<file path="src/core/lus_pkg.sv">
package lus_pkg;

   ////////////////////////////////////////////////////////////////////////////
   // bus geometry
   localparam int          ADDR_W      = 12;
   localparam int          DATA_W      = 32;
   localparam int          IDX_W       = 10;
   localparam logic [1:0]  RESP_OKAY   = 2'h0;
   localparam logic [1:0]  RESP_SLVERR = 2'h2;

   ////////////////////////////////////////////////////////////////////////////
   // register indices, byte address is four times the index
   localparam logic [IDX_W-1:0] IDX_TX_PEAK_CTRL = 10'h021;
   localparam logic [IDX_W-1:0] IDX_RX_PEAK_CTRL = 10'h027;
   localparam logic [IDX_W-1:0] IDX_CNT_CTRL     = 10'h031;
   localparam logic [IDX_W-1:0] IDX_TERM_SEL     = 10'h032;
   localparam logic [IDX_W-1:0] IDX_IRQ_EN_LINE  = 10'h033;
   localparam logic [IDX_W-1:0] IDX_IRQ_EN_ERR   = 10'h034;
   localparam logic [IDX_W-1:0] IDX_EDGE_SEL     = 10'h035;
   localparam logic [IDX_W-1:0] IDX_LINE_COND    = 10'h036;
   localparam logic [IDX_W-1:0] IDX_EQ_GAIN      = 10'h037;
   localparam logic [IDX_W-1:0] IDX_TX_SPREAD    = 10'h038;
   localparam logic [IDX_W-1:0] IDX_RX_SPREAD    = 10'h039;
   localparam logic [IDX_W-1:0] IDX_IRQ_STAT_LINE = 10'h03A;
   localparam logic [IDX_W-1:0] IDX_IRQ_STAT_ERR = 10'h03B;
   localparam logic [IDX_W-1:0] IDX_CNT_HIGH     = 10'h03C;
   localparam logic [IDX_W-1:0] IDX_CNT_LOW      = 10'h03D;
   localparam logic [IDX_W-1:0] IDX_IRQ_CLR_LINE = 10'h0F0;
   localparam logic [IDX_W-1:0] IDX_IRQ_CLR_ERR  = 10'h0F1;

   ////////////////////////////////////////////////////////////////////////////
   // field positions and masks
   localparam int         CNT_TRIGGER_BIT = 0;
   localparam int         CNT_MODE_BIT    = 1;
   localparam int         PEAK_MODE_BIT   = 5;
   localparam int         DRIVER_FAIL_BIT = 2;
   localparam int         SIG_ABSENT_BIT  = 0;
   localparam int         TEMPLATE_BIT    = 6;
   localparam int         TX_SLIP_BIT     = 5;
   localparam int         RX_SLIP_BIT     = 4;
   localparam int         ZERO_RUN_BIT    = 2;
   localparam int         CODE_VIOL_BIT   = 1;
   localparam int         CNT_OVF_BIT     = 0;
   localparam int         TX_TERM_LSB     = 3;
   localparam int         RX_TERM_LSB     = 0;
   localparam int         GAIN_W          = 5;
   localparam int         SPREAD_W        = 7;
   localparam int         COUNT_W         = 16;
   localparam logic [7:0] MASK_CNT_CTRL   = 8'h03;
   localparam logic [7:0] MASK_TERM       = 8'h3F;
   localparam logic [7:0] MASK_LINE       = 8'h05;
   localparam logic [7:0] MASK_ERR        = 8'h77;
   localparam logic [7:0] RESET_TERM      = 8'h07;

   ////////////////////////////////////////////////////////////////////////////
   // timing
   localparam longint CLK_PERIOD_NS    = 20;
   localparam longint REPORT_PERIOD_MS = 1000;
   localparam longint REPORT_CYCLES    = (REPORT_PERIOD_MS * 64'd1000000) / CLK_PERIOD_NS;

   ////////////////////////////////////////////////////////////////////////////
   // carriers
   typedef struct packed {
      logic driverFail;
      logic signalAbsent;
   } lus_line_t;

   typedef struct packed {
      logic templateSum;
      logic txFifoSlip;
      logic rxFifoSlip;
      logic zeroRun;
      logic codeViolation;
      logic counterOverflow;
   } lus_evt_t;

   // bypass set: external network, ohmSel 0..3 = 75/120/100/110 ohm
   typedef struct packed {
      logic       bypass;
      logic [1:0] ohmSel;
   } lus_term_t;

endpackage

</file>
<file path="src/core/lus_regs.sv">
`timescale 1ns/10ps
// Functional notes
// - snapshot trigger acts only in manual mode
// - trigger rising edge copies counter to readback
// - transmit impedance code; 1xx bypasses matching
// - receive impedance decodes the same way
// - line event enables gate interrupt output
// - six error enables gate interrupt output
// - edge select: rising only, or both edges
// - driver failure flag shows live condition
// - signal absent flag shows live condition
// - five bit equalizer gain code readback
// - spread: current distance or peak-to-peak
// - writing one clears the transmit spread
// - auto mode copies counter every second
// - status bits stay until written one
module lus_regs
   import lus_pkg::*;
#(
   parameter int REPORT_PERIOD_CYCLES = int'(REPORT_CYCLES)
) (
   // clock and reset
   input  wire logic              mclk,
   input  wire logic              sys_rst,
   // axi4-lite slave
   input  wire logic [ADDR_W-1:0] s_axi_awaddr,
   input  wire logic              s_axi_awvalid,
   output logic                   s_axi_awready,
   input  wire logic [DATA_W-1:0] s_axi_wdata,
   input  wire logic [3:0]        s_axi_wstrb,
   input  wire logic              s_axi_wvalid,
   output logic                   s_axi_wready,
   output logic [1:0]             s_axi_bresp,
   output logic                   s_axi_bvalid,
   input  wire logic              s_axi_bready,
   input  wire logic [ADDR_W-1:0] s_axi_araddr,
   input  wire logic              s_axi_arvalid,
   output logic                   s_axi_arready,
   output logic [DATA_W-1:0]      s_axi_rdata,
   output logic [1:0]             s_axi_rresp,
   output logic                   s_axi_rvalid,
   input  wire logic              s_axi_rready,
   // line datapath status
   input  wire lus_line_t         lineIn,
   input  wire lus_evt_t          evtIn,
   input  wire logic [COUNT_W-1:0] excessZerosCount,
   input  wire logic [GAIN_W-1:0]  equalizerGainCode,
   input  wire logic [SPREAD_W-1:0] txPointerDistance,
   input  wire logic [SPREAD_W-1:0] rxPointerDistance,
   // line control and interrupt
   output lus_term_t              txTerm,
   output lus_term_t              rxTerm,
   output logic                   irq
);

   ////////////////////////////////////////////////////////////////////////////
   // declarations
   logic                awHeld;
   logic                wHeld;
   logic [IDX_W-1:0]    awIdx;
   logic [7:0]          wByte;
   logic                wLane0;
   logic                awHs;
   logic                wHs;
   logic                arHs;
   logic                wrDo;
   logic                wrEn;
   logic                next_awHeld;
   logic                next_wHeld;
   logic                next_bvalid;
   logic                wrHit;
   logic                rdHit;
   logic [7:0]          rdByte;
   logic [IDX_W-1:0]    arIdx;

   logic [7:0]          cntCtrl;
   logic [7:0]          termSel;
   logic [7:0]          irqEnLine;
   logic [7:0]          irqEnErr;
   logic [7:0]          edgeSel;
   logic [7:0]          irqStatLine;
   logic [7:0]          irqStatErr;
   logic [7:0]          setLine;
   logic [7:0]          setErr;
   logic [7:0]          clrLine;
   logic [7:0]          clrErr;
   lus_line_t           lineFlag;
   logic [GAIN_W-1:0]   gainCode;
   logic [COUNT_W-1:0]  counterSnap;
   logic                triggerPrev;
   logic                snapNow;
   logic [31:0]         secCount;
   logic                secTick;
   logic                dfChange;
   logic                losChange;

   logic [SPREAD_W-1:0] spreadDist [2];
   logic [SPREAD_W-1:0] spreadVal  [2];
   logic [SPREAD_W-1:0] spreadMin  [2];
   logic [SPREAD_W-1:0] spreadMax  [2];
   logic                peakMode   [2];
   logic                spreadClr  [2];
   logic                spreadRead [2];

   ////////////////////////////////////////////////////////////////////////////
   // axi4-lite write channel: address and data taken in either order
   assign awHs   = s_axi_awvalid & s_axi_awready;
   assign wHs    = s_axi_wvalid & s_axi_wready;
   assign arHs   = s_axi_arvalid & s_axi_arready;
   assign wrDo   = awHeld & wHeld & ~s_axi_bvalid;
   assign wrEn   = wrDo & wrHit & wLane0;
   assign arIdx  = s_axi_araddr[ADDR_W-1:2];

   assign next_awHeld = (awHeld | awHs) & ~wrDo;
   assign next_wHeld  = (wHeld | wHs) & ~wrDo;
   assign next_bvalid = wrDo | (s_axi_bvalid & ~s_axi_bready);

   always_ff @(posedge mclk) begin
      if (sys_rst) begin
         awHeld        <= 1'b0;
         wHeld         <= 1'b0;
         awIdx         <= '0;
         wByte         <= 8'h00;
         wLane0        <= 1'b0;
         s_axi_awready <= 1'b0;
         s_axi_wready  <= 1'b0;
         s_axi_bvalid  <= 1'b0;
         s_axi_bresp   <= RESP_OKAY;
      end else begin
         awHeld        <= next_awHeld;
         wHeld         <= next_wHeld;
         s_axi_awready <= ~next_awHeld & ~next_bvalid;
         s_axi_wready  <= ~next_wHeld & ~next_bvalid;
         s_axi_bvalid  <= next_bvalid;
         if (awHs) begin
            awIdx <= s_axi_awaddr[ADDR_W-1:2];
         end
         if (wHs) begin
            wByte  <= s_axi_wdata[7:0];
            wLane0 <= s_axi_wstrb[0];
         end
         if (wrDo) begin
            s_axi_bresp <= wrHit ? RESP_OKAY : RESP_SLVERR;
         end
      end
   end

   // only low lane carries data; upper lanes are accepted and dropped
   always_comb begin
      unique case (awIdx)
         IDX_TX_PEAK_CTRL, IDX_RX_PEAK_CTRL, IDX_CNT_CTRL, IDX_TERM_SEL,
         IDX_IRQ_EN_LINE, IDX_IRQ_EN_ERR, IDX_EDGE_SEL, IDX_LINE_COND,
         IDX_EQ_GAIN, IDX_TX_SPREAD, IDX_RX_SPREAD, IDX_IRQ_STAT_LINE,
         IDX_IRQ_STAT_ERR, IDX_CNT_HIGH, IDX_CNT_LOW, IDX_IRQ_CLR_LINE,
         IDX_IRQ_CLR_ERR: wrHit = 1'b1;
         default:         wrHit = 1'b0;
      endcase
   end

   ////////////////////////////////////////////////////////////////////////////
   // axi4-lite read channel
   always_comb begin
      rdHit  = 1'b1;
      rdByte = 8'h00;
      unique case (arIdx)
         IDX_TX_PEAK_CTRL:  rdByte[PEAK_MODE_BIT] = peakMode[0];
         IDX_RX_PEAK_CTRL:  rdByte[PEAK_MODE_BIT] = peakMode[1];
         IDX_CNT_CTRL:      rdByte = cntCtrl;
         IDX_TERM_SEL:      rdByte = termSel;
         IDX_IRQ_EN_LINE:   rdByte = irqEnLine;
         IDX_IRQ_EN_ERR:    rdByte = irqEnErr;
         IDX_EDGE_SEL:      rdByte = edgeSel;
         IDX_LINE_COND: begin
            rdByte[DRIVER_FAIL_BIT] = lineFlag.driverFail;
            rdByte[SIG_ABSENT_BIT]  = lineFlag.signalAbsent;
         end
         IDX_EQ_GAIN:       rdByte[GAIN_W-1:0] = gainCode;
         IDX_TX_SPREAD:     rdByte[SPREAD_W-1:0] = spreadVal[0];
         IDX_RX_SPREAD:     rdByte[SPREAD_W-1:0] = spreadVal[1];
         IDX_IRQ_STAT_LINE: rdByte = irqStatLine;
         IDX_IRQ_STAT_ERR:  rdByte = irqStatErr;
         IDX_CNT_HIGH:      rdByte = counterSnap[15:8];
         IDX_CNT_LOW:       rdByte = counterSnap[7:0];
         IDX_IRQ_CLR_LINE, IDX_IRQ_CLR_ERR: rdByte = 8'h00;
         default:           rdHit = 1'b0;
      endcase
   end

   always_ff @(posedge mclk) begin
      if (sys_rst) begin
         s_axi_arready <= 1'b0;
         s_axi_rvalid  <= 1'b0;
         s_axi_rdata   <= '0;
         s_axi_rresp   <= RESP_OKAY;
      end else begin
         s_axi_arready <= ~arHs & (~s_axi_rvalid | s_axi_rready);
         if (arHs) begin
            s_axi_rvalid <= 1'b1;
            s_axi_rdata  <= {24'h00_0000, rdByte};
            s_axi_rresp  <= rdHit ? RESP_OKAY : RESP_SLVERR;
         end else if (s_axi_rready) begin
            s_axi_rvalid <= 1'b0;
         end
      end
   end

   ////////////////////////////////////////////////////////////////////////////
   // control registers
   always_ff @(posedge mclk) begin
      if (sys_rst) begin
         cntCtrl     <= 8'h00;
         termSel     <= RESET_TERM;
         irqEnLine   <= 8'h00;
         irqEnErr    <= 8'h00;
         edgeSel     <= 8'h00;
         peakMode[0] <= 1'b0;
         peakMode[1] <= 1'b0;
      end else if (wrEn) begin
         unique case (awIdx)
            IDX_CNT_CTRL:     cntCtrl   <= wByte & MASK_CNT_CTRL;
            IDX_TERM_SEL:     termSel   <= wByte & MASK_TERM;
            IDX_IRQ_EN_LINE:  irqEnLine <= wByte & MASK_LINE;
            IDX_IRQ_EN_ERR:   irqEnErr  <= wByte & MASK_ERR;
            IDX_EDGE_SEL:     edgeSel   <= wByte & MASK_LINE;
            IDX_TX_PEAK_CTRL: peakMode[0] <= wByte[PEAK_MODE_BIT];
            IDX_RX_PEAK_CTRL: peakMode[1] <= wByte[PEAK_MODE_BIT];
            default: ;
         endcase
      end
   end

   // decoded termination straight from flops
   always_ff @(posedge mclk) begin
      if (sys_rst) begin
         txTerm <= '0;
         rxTerm <= '0;
      end else begin
         txTerm.bypass <= termSel[TX_TERM_LSB+2];
         txTerm.ohmSel <= termSel[TX_TERM_LSB+:2];
         rxTerm.bypass <= termSel[RX_TERM_LSB+2];
         rxTerm.ohmSel <= termSel[RX_TERM_LSB+:2];
      end
   end

   ////////////////////////////////////////////////////////////////////////////
   // line condition, gain and edge-selected events
   assign dfChange  = lineIn.driverFail ^ lineFlag.driverFail;
   assign losChange = lineIn.signalAbsent ^ lineFlag.signalAbsent;

   always_ff @(posedge mclk) begin
      if (sys_rst) begin
         lineFlag <= '0;
         gainCode <= '0;
      end else begin
         lineFlag <= lineIn;
         gainCode <= equalizerGainCode;
      end
   end

   always_comb begin
      setLine = 8'h00;
      setLine[DRIVER_FAIL_BIT] = dfChange &
         (lineIn.driverFail | edgeSel[DRIVER_FAIL_BIT]);
      setLine[SIG_ABSENT_BIT] = losChange &
         (lineIn.signalAbsent | edgeSel[SIG_ABSENT_BIT]);
      setErr = 8'h00;
      setErr[TEMPLATE_BIT]  = evtIn.templateSum;
      setErr[TX_SLIP_BIT]   = evtIn.txFifoSlip;
      setErr[RX_SLIP_BIT]   = evtIn.rxFifoSlip;
      setErr[ZERO_RUN_BIT]  = evtIn.zeroRun;
      setErr[CODE_VIOL_BIT] = evtIn.codeViolation;
      setErr[CNT_OVF_BIT]   = evtIn.counterOverflow;
      clrLine = 8'h00;
      clrErr  = 8'h00;
      if (wrEn && (awIdx == IDX_IRQ_STAT_LINE || awIdx == IDX_IRQ_CLR_LINE)) begin
         clrLine = wByte;
      end
      if (wrEn && (awIdx == IDX_IRQ_STAT_ERR || awIdx == IDX_IRQ_CLR_ERR)) begin
         clrErr = wByte;
      end
   end

   ////////////////////////////////////////////////////////////////////////////
   // sticky status; a set in the clearing cycle survives
   always_ff @(posedge mclk) begin
      if (sys_rst) begin
         irqStatLine <= 8'h00;
         irqStatErr  <= 8'h00;
      end else begin
         irqStatLine <= ((irqStatLine & ~clrLine) | setLine) & MASK_LINE;
         irqStatErr  <= ((irqStatErr & ~clrErr) | setErr) & MASK_ERR;
      end
   end

   // one cycle behind status, keeps the pin glitch free
   always_ff @(posedge mclk) begin
      if (sys_rst) begin
         irq <= 1'b0;
      end else begin
         irq <= |(irqStatLine & irqEnLine)
              | |(irqStatErr & irqEnErr);
      end
   end

   ////////////////////////////////////////////////////////////////////////////
   // excess-zeros counter snapshot
   assign secTick = (secCount == 32'(REPORT_PERIOD_CYCLES - 1));
   // level held at 1 gives one copy only, software must rearm
   assign snapNow = cntCtrl[CNT_MODE_BIT]
                  ? secTick
                  : (cntCtrl[CNT_TRIGGER_BIT] & ~triggerPrev);

   always_ff @(posedge mclk) begin
      if (sys_rst) begin
         secCount <= 32'h0000_0000;
      end else if (secTick) begin
         secCount <= 32'h0000_0000;
      end else begin
         secCount <= secCount + 32'h0000_0001;
      end
   end

   always_ff @(posedge mclk) begin
      if (sys_rst) begin
         triggerPrev <= 1'b0;
         counterSnap <= '0;
      end else begin
         triggerPrev <= cntCtrl[CNT_TRIGGER_BIT];
         if (snapNow) begin
            counterSnap <= excessZerosCount;
         end
      end
   end

   ////////////////////////////////////////////////////////////////////////////
   // jitter fifo pointer spread, transmit then receive
   assign spreadDist[0] = txPointerDistance;
   assign spreadDist[1] = rxPointerDistance;
   assign spreadClr[0]  = wrEn & (awIdx == IDX_TX_SPREAD) & wByte[0];
   assign spreadClr[1]  = wrEn & (awIdx == IDX_RX_SPREAD) & wByte[0];
   assign spreadRead[0] = arHs & (arIdx == IDX_TX_SPREAD);
   assign spreadRead[1] = arHs & (arIdx == IDX_RX_SPREAD);

   for (genvar g = 0; g < 2; g++) begin : gSpread
      logic [SPREAD_W-1:0] hiNow;
      logic [SPREAD_W-1:0] loNow;
      assign hiNow = (spreadDist[g] > spreadMax[g]) ? spreadDist[g] : spreadMax[g];
      assign loNow = (spreadDist[g] < spreadMin[g]) ? spreadDist[g] : spreadMin[g];

      // peak window restarts on every read or clear of the value
      always_ff @(posedge mclk) begin
         if (sys_rst) begin
            spreadMin[g] <= '0;
            spreadMax[g] <= '0;
            spreadVal[g] <= '0;
         end else if (spreadClr[g]) begin
            spreadMin[g] <= spreadDist[g];
            spreadMax[g] <= spreadDist[g];
            spreadVal[g] <= '0;
         end else begin
            spreadMin[g] <= spreadRead[g] ? spreadDist[g] : loNow;
            spreadMax[g] <= spreadRead[g] ? spreadDist[g] : hiNow;
            spreadVal[g] <= peakMode[g] ? SPREAD_W'(hiNow - loNow)
                                        : spreadDist[g];
         end
      end
   end

endmodule

</file>
<file path="config.mk">
export PLATFORM = sky130hd
export DESIGN_NAME = lus_regs
export DESIGN_NICKNAME = d
export VERILOG_FILES = /design/src/core/lus_pkg.sv /design/src/core/lus_regs.sv
export SDC_FILE = /design/constraint.sdc
export NUM_CORES = 1
export LEC_CHECK = 0
export ABC_AREA = 1
export BUFFER_PORTS_ARGS = -buffer_cell sky130_fd_sc_hd__buf_2
export CAP_MARGIN = 20
export CORE_ASPECT_RATIO = 0.5
export CORE_MARGIN = 2
export CORE_UTILIZATION = 25
export CTS_BUF_LIST = sky130_fd_sc_hd__clkbuf_8
export DETAILED_ROUTE_END_ITERATION = 8
export GPL_TIMING_DRIVEN = 0
export HOLD_SLACK_MARGIN = 0.12
export SETUP_SLACK_MARGIN = 0.15
export SYNTH_ARGS = -nofsm -noshare
export SYNTH_HDL_FRONTEND = slang
export SYNTH_SLANG_ARGS = --single-unit
</file>
<file path="constraint.sdc">
create_clock -name mclk -period 3.7 [get_ports mclk]
set_input_delay 0.185 -clock mclk [delete_from_list [all_inputs] [get_ports mclk]]
set_output_delay 0.185 -clock mclk [all_outputs]
set_load 0.01 [all_outputs]
</file>
==> results.md, run 1 <==
- Slew Viols, Final: 0
- Cell Area, Synth: 9710 sq um
- Routed Antenna Nets: 0
- Pre-Repair DR Iteration Count: 5
- Routed wl met2: 13,600 um
- Startpoint types: register
- Final setup viols: 0
- Post-synth top area share: 0.256
- Leading cell types by count after synthesis: nand2_1, inv_1, nor2_1, dfxtp_1, a21oi_1
- Synth Area per Inst: 7.18 sq um
- Yosys reg bits: 168
- Root buf cell: clkbuf_8
- First-pass GRT wire length: 43,400 um
- Detailed Route WL: 27,300 um
- Total clock sinks: 168
- F_max: 294 MHz
- CP dominant cell by count: nand2_1
- Routed vias/inst: 4.36
- Clock buffer depth: 2
- Relative slew slack: 0.432
- Slack of the worst reg-to-reg path: 0.30 ns
- Final Hold Vio Count: 0
- Area growth syn-to-layout: 24.0%
- Port Buf Inserts: 98
- Most common cell in the synthesized netlist: nand2_1
- Worst skew pair latency: 0.47 ns
- Setup CP Type: register to register
- Critical path capture point type: register
- Worst Reg-to-Reg Cells: 20
- CTS H-tree depth: 4
- Final #Nets: 1,744
- Remaining DRCs: 0
- Global route total overflow: 0
- Largest fanout on the critical path: 10
- Critical path startpoint: spreadMin[0][6]$_DFFE_PP_
- Crit path cell chain: inv_1 -> ha_1 -> nand2_1 -> inv_1 -> nor2_1 -> o21a_1 -> nand2_1 -> buf_2 -> nand2_1 -> o21ai_0 -> ha_1 -> fa_1 -> o21ai_2 -> a21oi_1 -> o21bai_1 -> nand3_1 -> nand2_1 -> nand2_1 -> nand3_1 -> a21oi_1
- Max-Cap Viols: 0
- P_leak: 0.00539 uW
- DR top layer: met4
- Status: complete, no violations
- FILL cells: 4,101
- GRT Resource Usage Total: 0.136
- Critical R2R Launch: spreadMin[0][6]$_DFFE_PP_
- Metal3 WL: 1070 um
- Req. time, crit path: 3.91 ns
- Worst Path Arrival: 3.61 ns
- DR vias: 9,260
- Rows: 50
- Number of enable flip-flop cells after synthesis: 44
- Slowest cell delay on critical path: 0.42 ns
- Die area: 40,500 sq um
- FFs w/ async S/R, synth: 0
- Starting Density: 0.257
- Total core area: 37,800 sq um
- Inst Count DP: 2,036
- Share of the yosys chip area belonging to registers: 0.392
- Critical path's slowest cell: fa_1
- Setup TNS: 0 ns
- Top post-synthesis cells by area: dfxtp_1, edfxtp_1, nand2_1, inv_1, a21oi_1
- Largest net degree at the start of global routing: 17
- Routability Congestion: 0.924
- Total CTS buffers: 17
- Clock skew: 0.0175 ns
- CTS tree: built
- Yosys warns: 0
- Die Wd: 283 um
- Cell variety after synth: 57
- Worst hold path type: input pin to register
- Post-DP HPWL: 21,100 um
- Routed len/inst: 12.8 um
- # IOs: 158
- Fin crit share: 0.920
- Initial antenna violation count: 1
- Share of layout cells above drive strength 1: 0.135
- Setup crit end: spreadVal[0][6]$_SDFFCE_PP0P_
- Reg clk slew, reported paths: 0.09 ns
- Cell count after synthesis: 1,352
- RR Endpoint: spreadVal[0][6]$_SDFFCE_PP0P_
- Vias in the first global route: 8,528
- Final worst path period need: 3.40 ns
- RSZ-0062 raised after global routing: yes
- Starting DRT DRC Count: 635
- Pwr/cell area: 347 nW/um^2
- Worst slew pin tran: 0.844 ns
- Routed met1 length: 12,100 um
- Maximum VDD drop: 0.000182 V
- Post-Route Utilization: 0.318
- Ys flop type: dfxtp_1
- Fin cells: 2,125
- Synth area leader: dfxtp_1
- Die H: 143 um
## sequential cells by signal, summed over array words and instances, names as in the netlist, 2 cells and up
| name | count |
|---|---|
| secCount | 32 |
| spreadVal | 14 |
| rxTerm | 3 |
| counterSnap | 16 |
| edgeSel | 2 |
| spreadMin | 14 |
| gainCode | 5 |
| wByte | 7 |
| s_axi_rdata | 8 |
| txTerm | 3 |
| termSel | 6 |
| irqStatErr | 6 |
| lineFlag | 2 |
| irqEnErr | 6 |
| cntCtrl | 2 |
| irqEnLine | 2 |
| irqStatLine | 2 |
| awIdx | 10 |
| spreadMax | 14 |
| peakMode | 2 |
## repair_timing
item | in CTS | in global routing
setup endpoints to repair | 1 | 4
endpoints found under the hold margin | 63 | 0
cloned | 0 | 0
pin swaps | 0 | 2
buffers inserted | 0 | 1
resized for setup | 2 | 18
hold buffers | 57 | 0
## layout by cell type (no fill, tap or decap), types with 6 or more instances in the layout
| master | instances |
|---|---|
| nor3b_1 | 11 |
| clkbuf_8 | 18 |
| a21oi_1 | 110 |
| o21ai_0 | 94 |
| nor3_1 | 24 |
| o21a_1 | 6 |
| nand4_1 | 20 |
| edfxtp_1 | 44 |
| buf_4 | 28 |
| nor2_1 | 128 |
| nand2_2 | 9 |
| inv_2 | 6 |
| buf_2 | 105 |
| o211ai_1 | 6 |
| dfxtp_1 | 124 |
| nand3_1 | 65 |
| dlygate4sd3_1 | 57 |
| inv_1 | 169 |
| ha_1 | 39 |
| a211oi_1 | 7 |
| o22ai_1 | 7 |
| or2_2 | 6 |
| conb_1 | 68 |
| nand2_1 | 337 |
| nor2_2 | 9 |
| nor4_1 | 7 |
| xnor2_1 | 6 |
| clkbuf_1 | 18 |
## how the worst min path moves through the flow
stage / cells after the start / start / end / slack [ns]
after floorplan: 2 / equalizerGainCode[0] / gainCode[0]$_SDFF_PP0_ / 0.29
after global placement: 3 / equalizerGainCode[1] / gainCode[1]$_SDFF_PP0_ / 0.40
after detailed placement: 3 / equalizerGainCode[2] / gainCode[2]$_SDFF_PP0_ / 0.41
after CTS: 3 / txPointerDistance[4] / spreadMin[0][4]$_DFFE_PP_ / 0.13
after global routing: 3 / txPointerDistance[4] / spreadMin[0][4]$_DFFE_PP_ / 0.14
final: 3 / txPointerDistance[4] / spreadMin[0][4]$_DFFE_PP_ / 0.15
## worst max-delay path: cells and delay by family (launching register included)
family	cells	cell delay [ns]
flops	1	0.37
compound gates	6	0.82
simple gates	8	0.72
buf+inv	3	0.33
fa+ha+maj	3	0.91
## per-stage QoR
step	power [uW]	setup WS (ns)	hold WS, ns	area (sq um)
after floorplan	2690	0.561	0.292	9960
after global placement	2920	0.110	0.403	11100
after detailed placement	2930	0.0714	0.410	11100
after CTS	4200	0.158	0.130	12000
after global routing	4440	0.00580	0.143	12000
final	4170	0.297	0.150	12000
## cell type report
class	instances	area (sq um)	area share
antenna	1	2.50	0.000208
buffer	58	343	0.0285
inverter	176	661	0.0549
clock inverter	12	92.6	0.00769
sequential	168	3800	0.316
timing repair buffer	156	1070	0.0888
tap	520	651	0.0541
multi-input combinational	1016	5170	0.429
clock buffer	18	248	0.0206
## layer usage
layer  GRT usage  vias to the layer above
li1            -                     4832
met1       0.169                     4205
met2       0.244                      190
met3      0.0218                       33
met4      0.0393                        0
met5           0                        -
## logic make-up (layout without fill, tap and decap cells)
kind of cell | count (synthesis) | count (layout) | synth area share
AO/OA/AOI/OAI | 252 | 252 | 0.142
XOR/XNOR | 10 | 10 | 0.00902
adder cells (fa/ha/maj) | 41 | 41 | 0.0544
buffers and inverters | 234 | 420 | 0.103
flip-flops | 168 | 168 | 0.392
multiplexers | 3 | 3 | 0.00309
other | 2 | 69 | 0.000773
AND/OR/NAND/NOR | 642 | 642 | 0.297
## where the power goes
part | internal, uW | total [uW] | switching (uW)
Sequential | 1980 | 2040 | 55.1
Clock | 487 | 1220 | 734
Combinational | 374 | 916 | 542
Total | 2840 | 4170 | 1330
Note: power is estimated with default switching activity, not from simulation.
==> run 2: changes to the inputs <==
==> constraint.sdc (replaced) <==
create_clock -name mclk -period 3.97 [get_ports mclk]
set_input_delay 0.1985 -clock mclk [delete_from_list [all_inputs] [get_ports mclk]]
set_output_delay 0.1985 -clock mclk [all_outputs]
set_load 0.01 [all_outputs]
==> run 2 against run 1 <==
Effect of this change:
- sequential cell count unchanged
- largest power group unchanged
- combinational power decreased by 8.2%
- register-to-register slack improved by 0.19 ns
- critical path type is now input pin to register
- worst setup slack improved by 0.16 ns
- critical path depth increased by 2
==> results.md, run 2 (synthesized netlist as in run 1, its figures left out) <==
- Rows: 50 (unchanged)
- Post-DP HPWL: 21,100 um (unchanged)
- Routability Congestion: 0.924 (unchanged)
- Commonest non-fill, non-tap cell in the layout: nand2_1 (unchanged)
- Routed Antenna Nets: 0 (unchanged)
- Worst skew pair latency: 0.47 ns (about the same)
- Root buf cell: clkbuf_8 (unchanged)
- Total clock sinks: 168 (unchanged)
- Worst Reg-to-Reg Cells: 20 (unchanged)
- Share of layout cells above drive strength 1: 0.133 (was 0.135)
- CP dominant cell by count: nand2_1 (unchanged)
- Die Wd: 283 um (unchanged)
- Remaining DRCs: 0 (unchanged)
- Final worst path period need: 3.51 ns
- First-pass GRT wire length: 43,400 um (about the same)
- Worst slew pin tran: 0.835 ns (was 0.844 ns)
- F_max: 285 MHz
- Routed vias/inst: 4.34 (was 4.36)
- Area occupied by multi-input gates: 5160 sq um (was 5170 sq um)
- Inst Count DP: 2,036 (unchanged)
- Routed len/inst: 12.9 um (was 12.8 um)
- Worst Path Arrival: 3.72 ns (was 3.61 ns)
- Fin crit share: 0.885
- # IOs: 158 (unchanged)
- Largest fanout on the critical path: 10 (unchanged)
- Critical path startpoint: txPointerDistance[2] (was spreadMin[0][6]$_DFFE_PP_)
- Clock skew: 0.0177 ns (was 0.0175 ns)
- Final Power: 3880 uW (was 4170 uW)
- Max-Cap Viols: 0 (unchanged)
- Global route total overflow: 0 (unchanged)
- Fin cells: 2,120 (was 2,125)
- Slack of the worst reg-to-reg path: 0.49 ns (was 0.30 ns)
- FF/Latch Area: 3800 sq um (unchanged)
- Relative slew slack: 0.438 (was 0.432)
- Setup TNS: 0 ns (unchanged)
- Largest net degree at the start of global routing: 17 (unchanged)
- CTS H-tree depth: 4 (unchanged)
- Commonest cells after routing, fill and taps aside: nand2_1, inv_1, nor2_1 (unchanged)
- Initial antenna violation count: 1 (unchanged)
- Critical R2R Launch: spreadMin[0][6]$_DFFE_PP_ (unchanged)
- Starting Density: 0.257 (unchanged)
- Final #Nets: 1,739 (was 1,744)
- FILL cells: 4,101 (unchanged)
- Reg clk slew, reported paths: 0.08 ns (was 0.09 ns)
- Total CTS buffers: 17 (unchanged)
- DR vias: 9,206 (was 9,260)
- Die H: 143 um (unchanged)
- Slew Viols, Final: 0 (unchanged)
- Final Hold Vio Count: 0 (unchanged)
- Maximum VDD drop: 0.000168 V (was 0.000182 V)
- Status: complete, no violations (unchanged)
- RSZ-0062 raised after global routing: yes (unchanged)
- Most flop-heavy register: secCount (unchanged)
- Hold Path Depth: 3 (unchanged)
- CTS tree: built (unchanged)
- Critical path's slowest cell: dlygate4sd3_1 (was fa_1)
- Starting DRT DRC Count: 618 (was 635)
- Clock buffer depth: 2 (unchanged)
- Vias in the first global route: 8,497 (was 8,528)
- Critical hold path startpoint: txPointerDistance[6] (was txPointerDistance[4])
- Pre-Repair DR Iteration Count: 5 (unchanged)
- Die area: 40,500 sq um (unchanged)
- Port Buf Inserts: 98 (unchanged)
- Max FFs per register: 32 (unchanged)
- Setup CP Type: input pin to register (was register to register)
- Area growth syn-to-layout: 23.3% (was 24.0%)
- GRT Resource Usage Total: 0.136 (about the same)
- Critical path capture point type: register (unchanged)
- Startpoint types: input pin (was register)
- Total core area: 37,800 sq um (unchanged)
- Worst hold path type: input pin to register (unchanged)
- Slowest cell delay on critical path: 0.54 ns (was 0.42 ns)
- Final setup viols: 0 (unchanged)
- RR Endpoint: spreadVal[0][6]$_SDFFCE_PP0P_ (unchanged)
- Crit path cell chain: dlygate4sd3_1 -> buf_2 -> ha_1 -> nand2_1 -> o21ai_0 -> nand2_1 -> nand2_1 -> nand2_1 -> clkbuf_2 -> nand2_1 -> o21a_1 -> inv_1 -> ha_1 -> fa_1 -> o21ai_1 -> a21oi_1 -> o21bai_1 -> nand3_1 -> nand2_1 -> nand2_1 -> nand3_1 -> a21oi_1 (was inv_1 -> ha_1 -> nand2_1 -> inv_1 -> nor2_1 -> o21a_1 -> nand2_1 -> buf_2 -> nand2_1 -> o21ai_0 -> ha_1 -> fa_1 -> o21ai_2 -> a21oi_1 -> o21bai_1 -> nand3_1 -> nand2_1 -> nand2_1 -> nand3_1 -> a21oi_1)
- P_leak: 0.00536 uW (was 0.00539 uW)
- Detailed Route WL: 27,300 um (about the same)
- Req. time, crit path: 4.18 ns (was 3.91 ns)
- WHS Endpoint: spreadMax[0][6]$_DFFE_PP_ (was spreadMin[0][4]$_DFFE_PP_)
- Top Registers: secCount (32), counterSnap (16) (unchanged)
- Pwr/cell area: 324 nW/um^2 (was 347 nW/um^2)
run 2: cell count changes in the layout (fill, tap and decap cells not counted), moves of 2 or more:
cell / change
clkbuf_2: +3
o21ai_1: -2
buf_4: -2
buf_2: -3
dlygate4sd3_1: -4
o21ai_0: +3
run 2: power breakdown:
group          internal, uW  switching, uW  total [uW]
Combinational           340            501         841
Sequential             1850           52.0        1900
Clock                   454            685        1140
Total                  2640           1240        3880
run 2: critical path, delay by kind of cell:
kind                     cells  cell delay [ns]
adder cells (fa/ha/maj)      3             0.96
AO/OA/AOI/OAI                6             0.86
AND/OR/NAND/NOR              9             0.75
buffers and inverters        4             0.93
run 2: how the worst max path moves through the flow:
stage | slack (ns) | endpoint | cells past startpoint
4_1_cts | 0.28 | spreadVal[0][6]$_SDFFCE_PP0P_ | 21
3_5_place_dp | 0.34 | spreadVal[0][6]$_SDFFCE_PP0P_ | 20
5_1_grt | 0.11 | spreadVal[0][6]$_SDFFCE_PP0P_ | 22
2_1_floorplan | 0.83 | spreadVal[0][6]$_SDFFCE_PP0P_ | 20
6_report | 0.46 | spreadVal[0][6]$_SDFFCE_PP0P_ | 22
3_3_place_gp | 0.38 | spreadVal[0][6]$_SDFFCE_PP0P_ | 19
run 2: metrics by stage:
stage	hold slack (ns)	setup WS [ns]	utilization	area, sq um
global placement	0.415	0.380	0.293	11100
floorplan	0.305	0.831	-	9960
CTS	0.121	0.284	0.316	12000
detailed placement	0.412	0.341	0.293	11100
global route	0.146	0.113	0.316	12000
finish	0.158	0.457	0.316	12000
run 2: layout make-up:
| type | count | share of cell area |
|---|---|---|
| clock buffer | 18 | 0.0207 |
| multi-input combinational | 1016 | 0.431 |
| inverter | 176 | 0.0552 |
| sequential | 168 | 0.318 |
| buffer | 58 | 0.0283 |
| timing repair buffer | 151 | 0.0852 |
| tap | 520 | 0.0543 |
| antenna | 1 | 0.000209 |
| clock inverter | 12 | 0.00773 |
run 2: timing repair:
action | CTS | global route
gates resized for setup | 0 | 7
hold endpoints to repair | 58 | 0
endpoints found under the setup margin | 0 | 2
buffers inserted | 0 | 0
hold buffers | 53 | 0
run 2: metal layers:
metal | routed length (um) | global-route usage | up-vias
li1 | - | - | 4817
met3 | 1060 | 0.0218 | 30
met4 | 439 | 0.0393 | 0
met2 | 13600 | 0.244 | 184
met5 | 0 | 0 | -
met1 | 12100 | 0.170 | 4175
==> run 3: changes to the inputs <==
--- a/config.mk
+++ b/config.mk
@@ -13,7 +13,6 @@
 export CORE_UTILIZATION = 25
 export CTS_BUF_LIST = sky130_fd_sc_hd__clkbuf_8
 export DETAILED_ROUTE_END_ITERATION = 8
-export GPL_TIMING_DRIVEN = 0
 export HOLD_SLACK_MARGIN = 0.12
 export SETUP_SLACK_MARGIN = 0.15
 export SYNTH_ARGS = -nofsm -noshare
==> run 3 against run 2 <==
Effect of this change:
- via count down 1.1%
- power up 3.1%
- first-iteration DRC count down 7.3%
- clock-buffer cell count down 1
- cell area down 1.7%
- clock power up 13%
- critical endpoint unchanged
- highest routed layer unchanged
==> results.md, run 3 (synthesized netlist as in run 1, its figures left out) <==
- Fin cells: 2,072 (was 2,120)
- Pwr/cell area: 340 nW/um^2 (was 324 nW/um^2)
- Global route total overflow: 0 (unchanged)
- CP dominant cell by count: nand2_1 (unchanged)
- Setup TNS: 0 ns (unchanged)
- Final #Nets: 1,690 (was 1,739)
- Routed Antenna Nets: 0 (unchanged)
- Hold WS: 0.161 ns (was 0.158 ns)
- Starting Density: 0.257 (unchanged)
- GRT Resource Usage Total: 0.132 (was 0.136)
- First-pass GRT wire length: 42,400 um (was 43,400 um)
- Total clock sinks: 168 (unchanged)
- Placed Area: 10,800 sq um (was 11,100 sq um)
- # Post-CTS Setup Buffers: 0 (unchanged)
- Critical path's slowest cell: dlygate4sd3_1 (unchanged)
- Max FFs per register: 32 (unchanged)
- Commonest non-fill, non-tap cell in the layout: nand2_1 (unchanged)
- Routed vias/inst: 4.39 (was 4.34)
- RSZ-0062 raised after global routing: no (was yes)
- Remaining DRCs: 0 (unchanged)
- P_leak: 0.00523 uW (was 0.00536 uW)
- Post-DP HPWL: 19,600 um (was 21,100 um)
- Top Registers: secCount (32), counterSnap (16) (unchanged)
- Fin crit share: 0.863 (was 0.885)
- Starting DRT DRC Count: 573 (was 618)
- Startpoint types: input pin (unchanged)
- Pre-Repair DR Iteration Count: 7 (was 5)
- Port Buf Inserts: 99 (was 98)
- Maximum VDD drop: 0.000200 V (was 0.000168 V)
- Root buf cell: clkbuf_8 (unchanged)
- CTS tree: built (unchanged)
- Worst slew pin tran: 0.930 ns (was 0.835 ns)
- CTS H-tree depth: 4 (unchanged)
- Clock skew: 0.0180 ns (was 0.0177 ns)
- Largest fanout on the critical path: 6 (was 10)
- Max-Cap Viols: 0 (unchanged)
- Commonest cells after routing, fill and taps aside: nand2_1, inv_1, nor2_1 (unchanged)
- Die H: 143 um (unchanged)
- Slew Viols, Final: 0 (unchanged)
- Post-route cell area: 11,800 sq um (was 12,000 sq um)
- Detailed Route WL: 26,000 um (was 27,300 um)
- Relative slew slack: 0.376 (was 0.438)
- Worst Reg-to-Reg Cells: 17 (was 20)
- Inst Count DP: 1,985 (was 2,036)
- Setup CP Type: input pin to register (unchanged)
- Post-Route Utilization: 0.311 (was 0.316)
- Reg clk slew, reported paths: 0.10 ns (was 0.08 ns)
- F_max: 292 MHz (was 285 MHz)
- Clock buffer depth: 2 (unchanged)
- Area growth syn-to-layout: 21.3% (was 23.3%)
- Crit path cell chain: dlygate4sd3_1 -> buf_2 -> ha_1 -> nand2_1 -> nor2_1 -> nand2_1 -> nand2_1 -> nand2_1 -> nand2_1 -> o21a_1 -> inv_1 -> ha_1 -> fa_1 -> o21ai_0 -> a21oi_1 -> o21bai_1 -> nand3_1 -> nand2_1 -> nand2_1 -> nand3_1 -> a21oi_1 (was dlygate4sd3_1 -> buf_2 -> ha_1 -> nand2_1 -> o21ai_0 -> nand2_1 -> nand2_1 -> nand2_1 -> clkbuf_2 -> nand2_1 -> o21a_1 -> inv_1 -> ha_1 -> fa_1 -> o21ai_1 -> a21oi_1 -> o21bai_1 -> nand3_1 -> nand2_1 -> nand2_1 -> nand3_1 -> a21oi_1)
- Total core area: 37,800 sq um (unchanged)
- Initial antenna violation count: 0 (was 1)
- Worst Path Arrival: 3.65 ns (was 3.72 ns)
- Worst skew pair latency: 0.48 ns (was 0.47 ns)
- Worst hold path type: input pin to register (unchanged)
- Final setup viols: 0 (unchanged)
- Total CTS buffers: 17 (unchanged)
- Hold Path Depth: 3 (unchanged)
- Status: complete, no violations (unchanged)
- Largest net degree at the start of global routing: 72 (was 17)
- Rows: 50 (unchanged)
- Share of layout cells above drive strength 1: 0.121 (was 0.133)
- Critical path capture point type: register (unchanged)
- Slowest cell delay on critical path: 0.55 ns (was 0.54 ns)
- Routability Congestion: 0.913 (was 0.924)
- Die Wd: 283 um (unchanged)
- Die area: 40,500 sq um (unchanged)
- Routed len/inst: 12.6 um (was 12.9 um)
- Final worst path period need: 3.43 ns (was 3.51 ns)
- Final Hold Vio Count: 0 (unchanged)
- Vias in the first global route: 8,426 (was 8,497)
- # IOs: 158 (unchanged)
- Req. time, crit path: 4.19 ns (was 4.18 ns)
- ANT cells: 0 (was 1)
- Most flop-heavy register: secCount (unchanged)
- DR vias: 9,105 (was 9,206)
==> run 3: changes by cell type in the layout (fill, tap and decap cells not counted), sizes merged <==
cell         delta
bufinv          +1
dlygate4sd3     +2
diode           -1
buf            -29
inv             +2
clkbuf         -23
clkinv          +1
clkinvlp        -1
==> run 3: through the flow <==
stage          setup WS [ns]  power (uW)
3_5_place_dp           0.546        2700
6_report               0.542        4000
3_3_place_gp           0.566        2700
5_1_grt                0.163        4260
4_1_cts                0.513        4040
2_1_floorplan          0.831        2500
==> run 3: per-layer routing <==
layer  part of all wire  vias to the layer above  wire length (um)  GRT usage
met1               0.45                     4187             11600      0.160
met2               0.50                      147             13000      0.236
li1                   -                     4727                 -          -
met4              0.022                        0               565     0.0437
met3              0.030                       44               773     0.0232
met5                  0                        -                 0          0
==> run 3: what timing repair did <==
item                                   4_1_cts  5_1_grt
setup endpoints to repair                    0        1
endpoints found under the hold margin       64        0
hold buffers                                55        0
gates resized for setup                      0        1
==> run 3: path summary, 6_finish.rpt <==
path	from	end	slack [ns]
max	txPointerDistance[6]	spreadVal[0][6]$_SDFFCE_PP0P_	0.54
min	rxPointerDistance[0]	spreadVal[1][0]$_SDFFCE_PN0P_	0.16
max reg2reg	spreadMin[1][6]$_SDFFCE_PN0P_	spreadVal[1][6]$_SDFFCE_PN0P_	0.58
min reg2reg	awHeld$_SDFF_PP0_	s_axi_awready$_SDFF_PP0_	0.43
==> run 3: area by class of cell <==
| type | instances | area (sq um) |
|---|---|---|
| fill | 4096 | 26100 |
| multi-input combinational | 1016 | 5160 |
| sequential | 168 | 3800 |
| timing repair buffer | 160 | 1090 |
| inverter | 176 | 661 |
| tap | 520 | 651 |
| clock buffer | 17 | 234 |
| clock inverter | 15 | 176 |
==> run 3: where the power goes <==
group	switching [uW]	leakage, uW	internal, uW	total (uW)
registers	53.4	0.00146	1850	1900
clock network	751	0.000213	537	1290
logic	488	0.00356	323	810
==> run 3: worst max-delay path, delay by kind of cell <==
kind            cells  cell delay, ns
simple gates       10            0.95
fa+ha+maj           3            0.93
buf+inv             3            0.77
compound gates      5            0.83
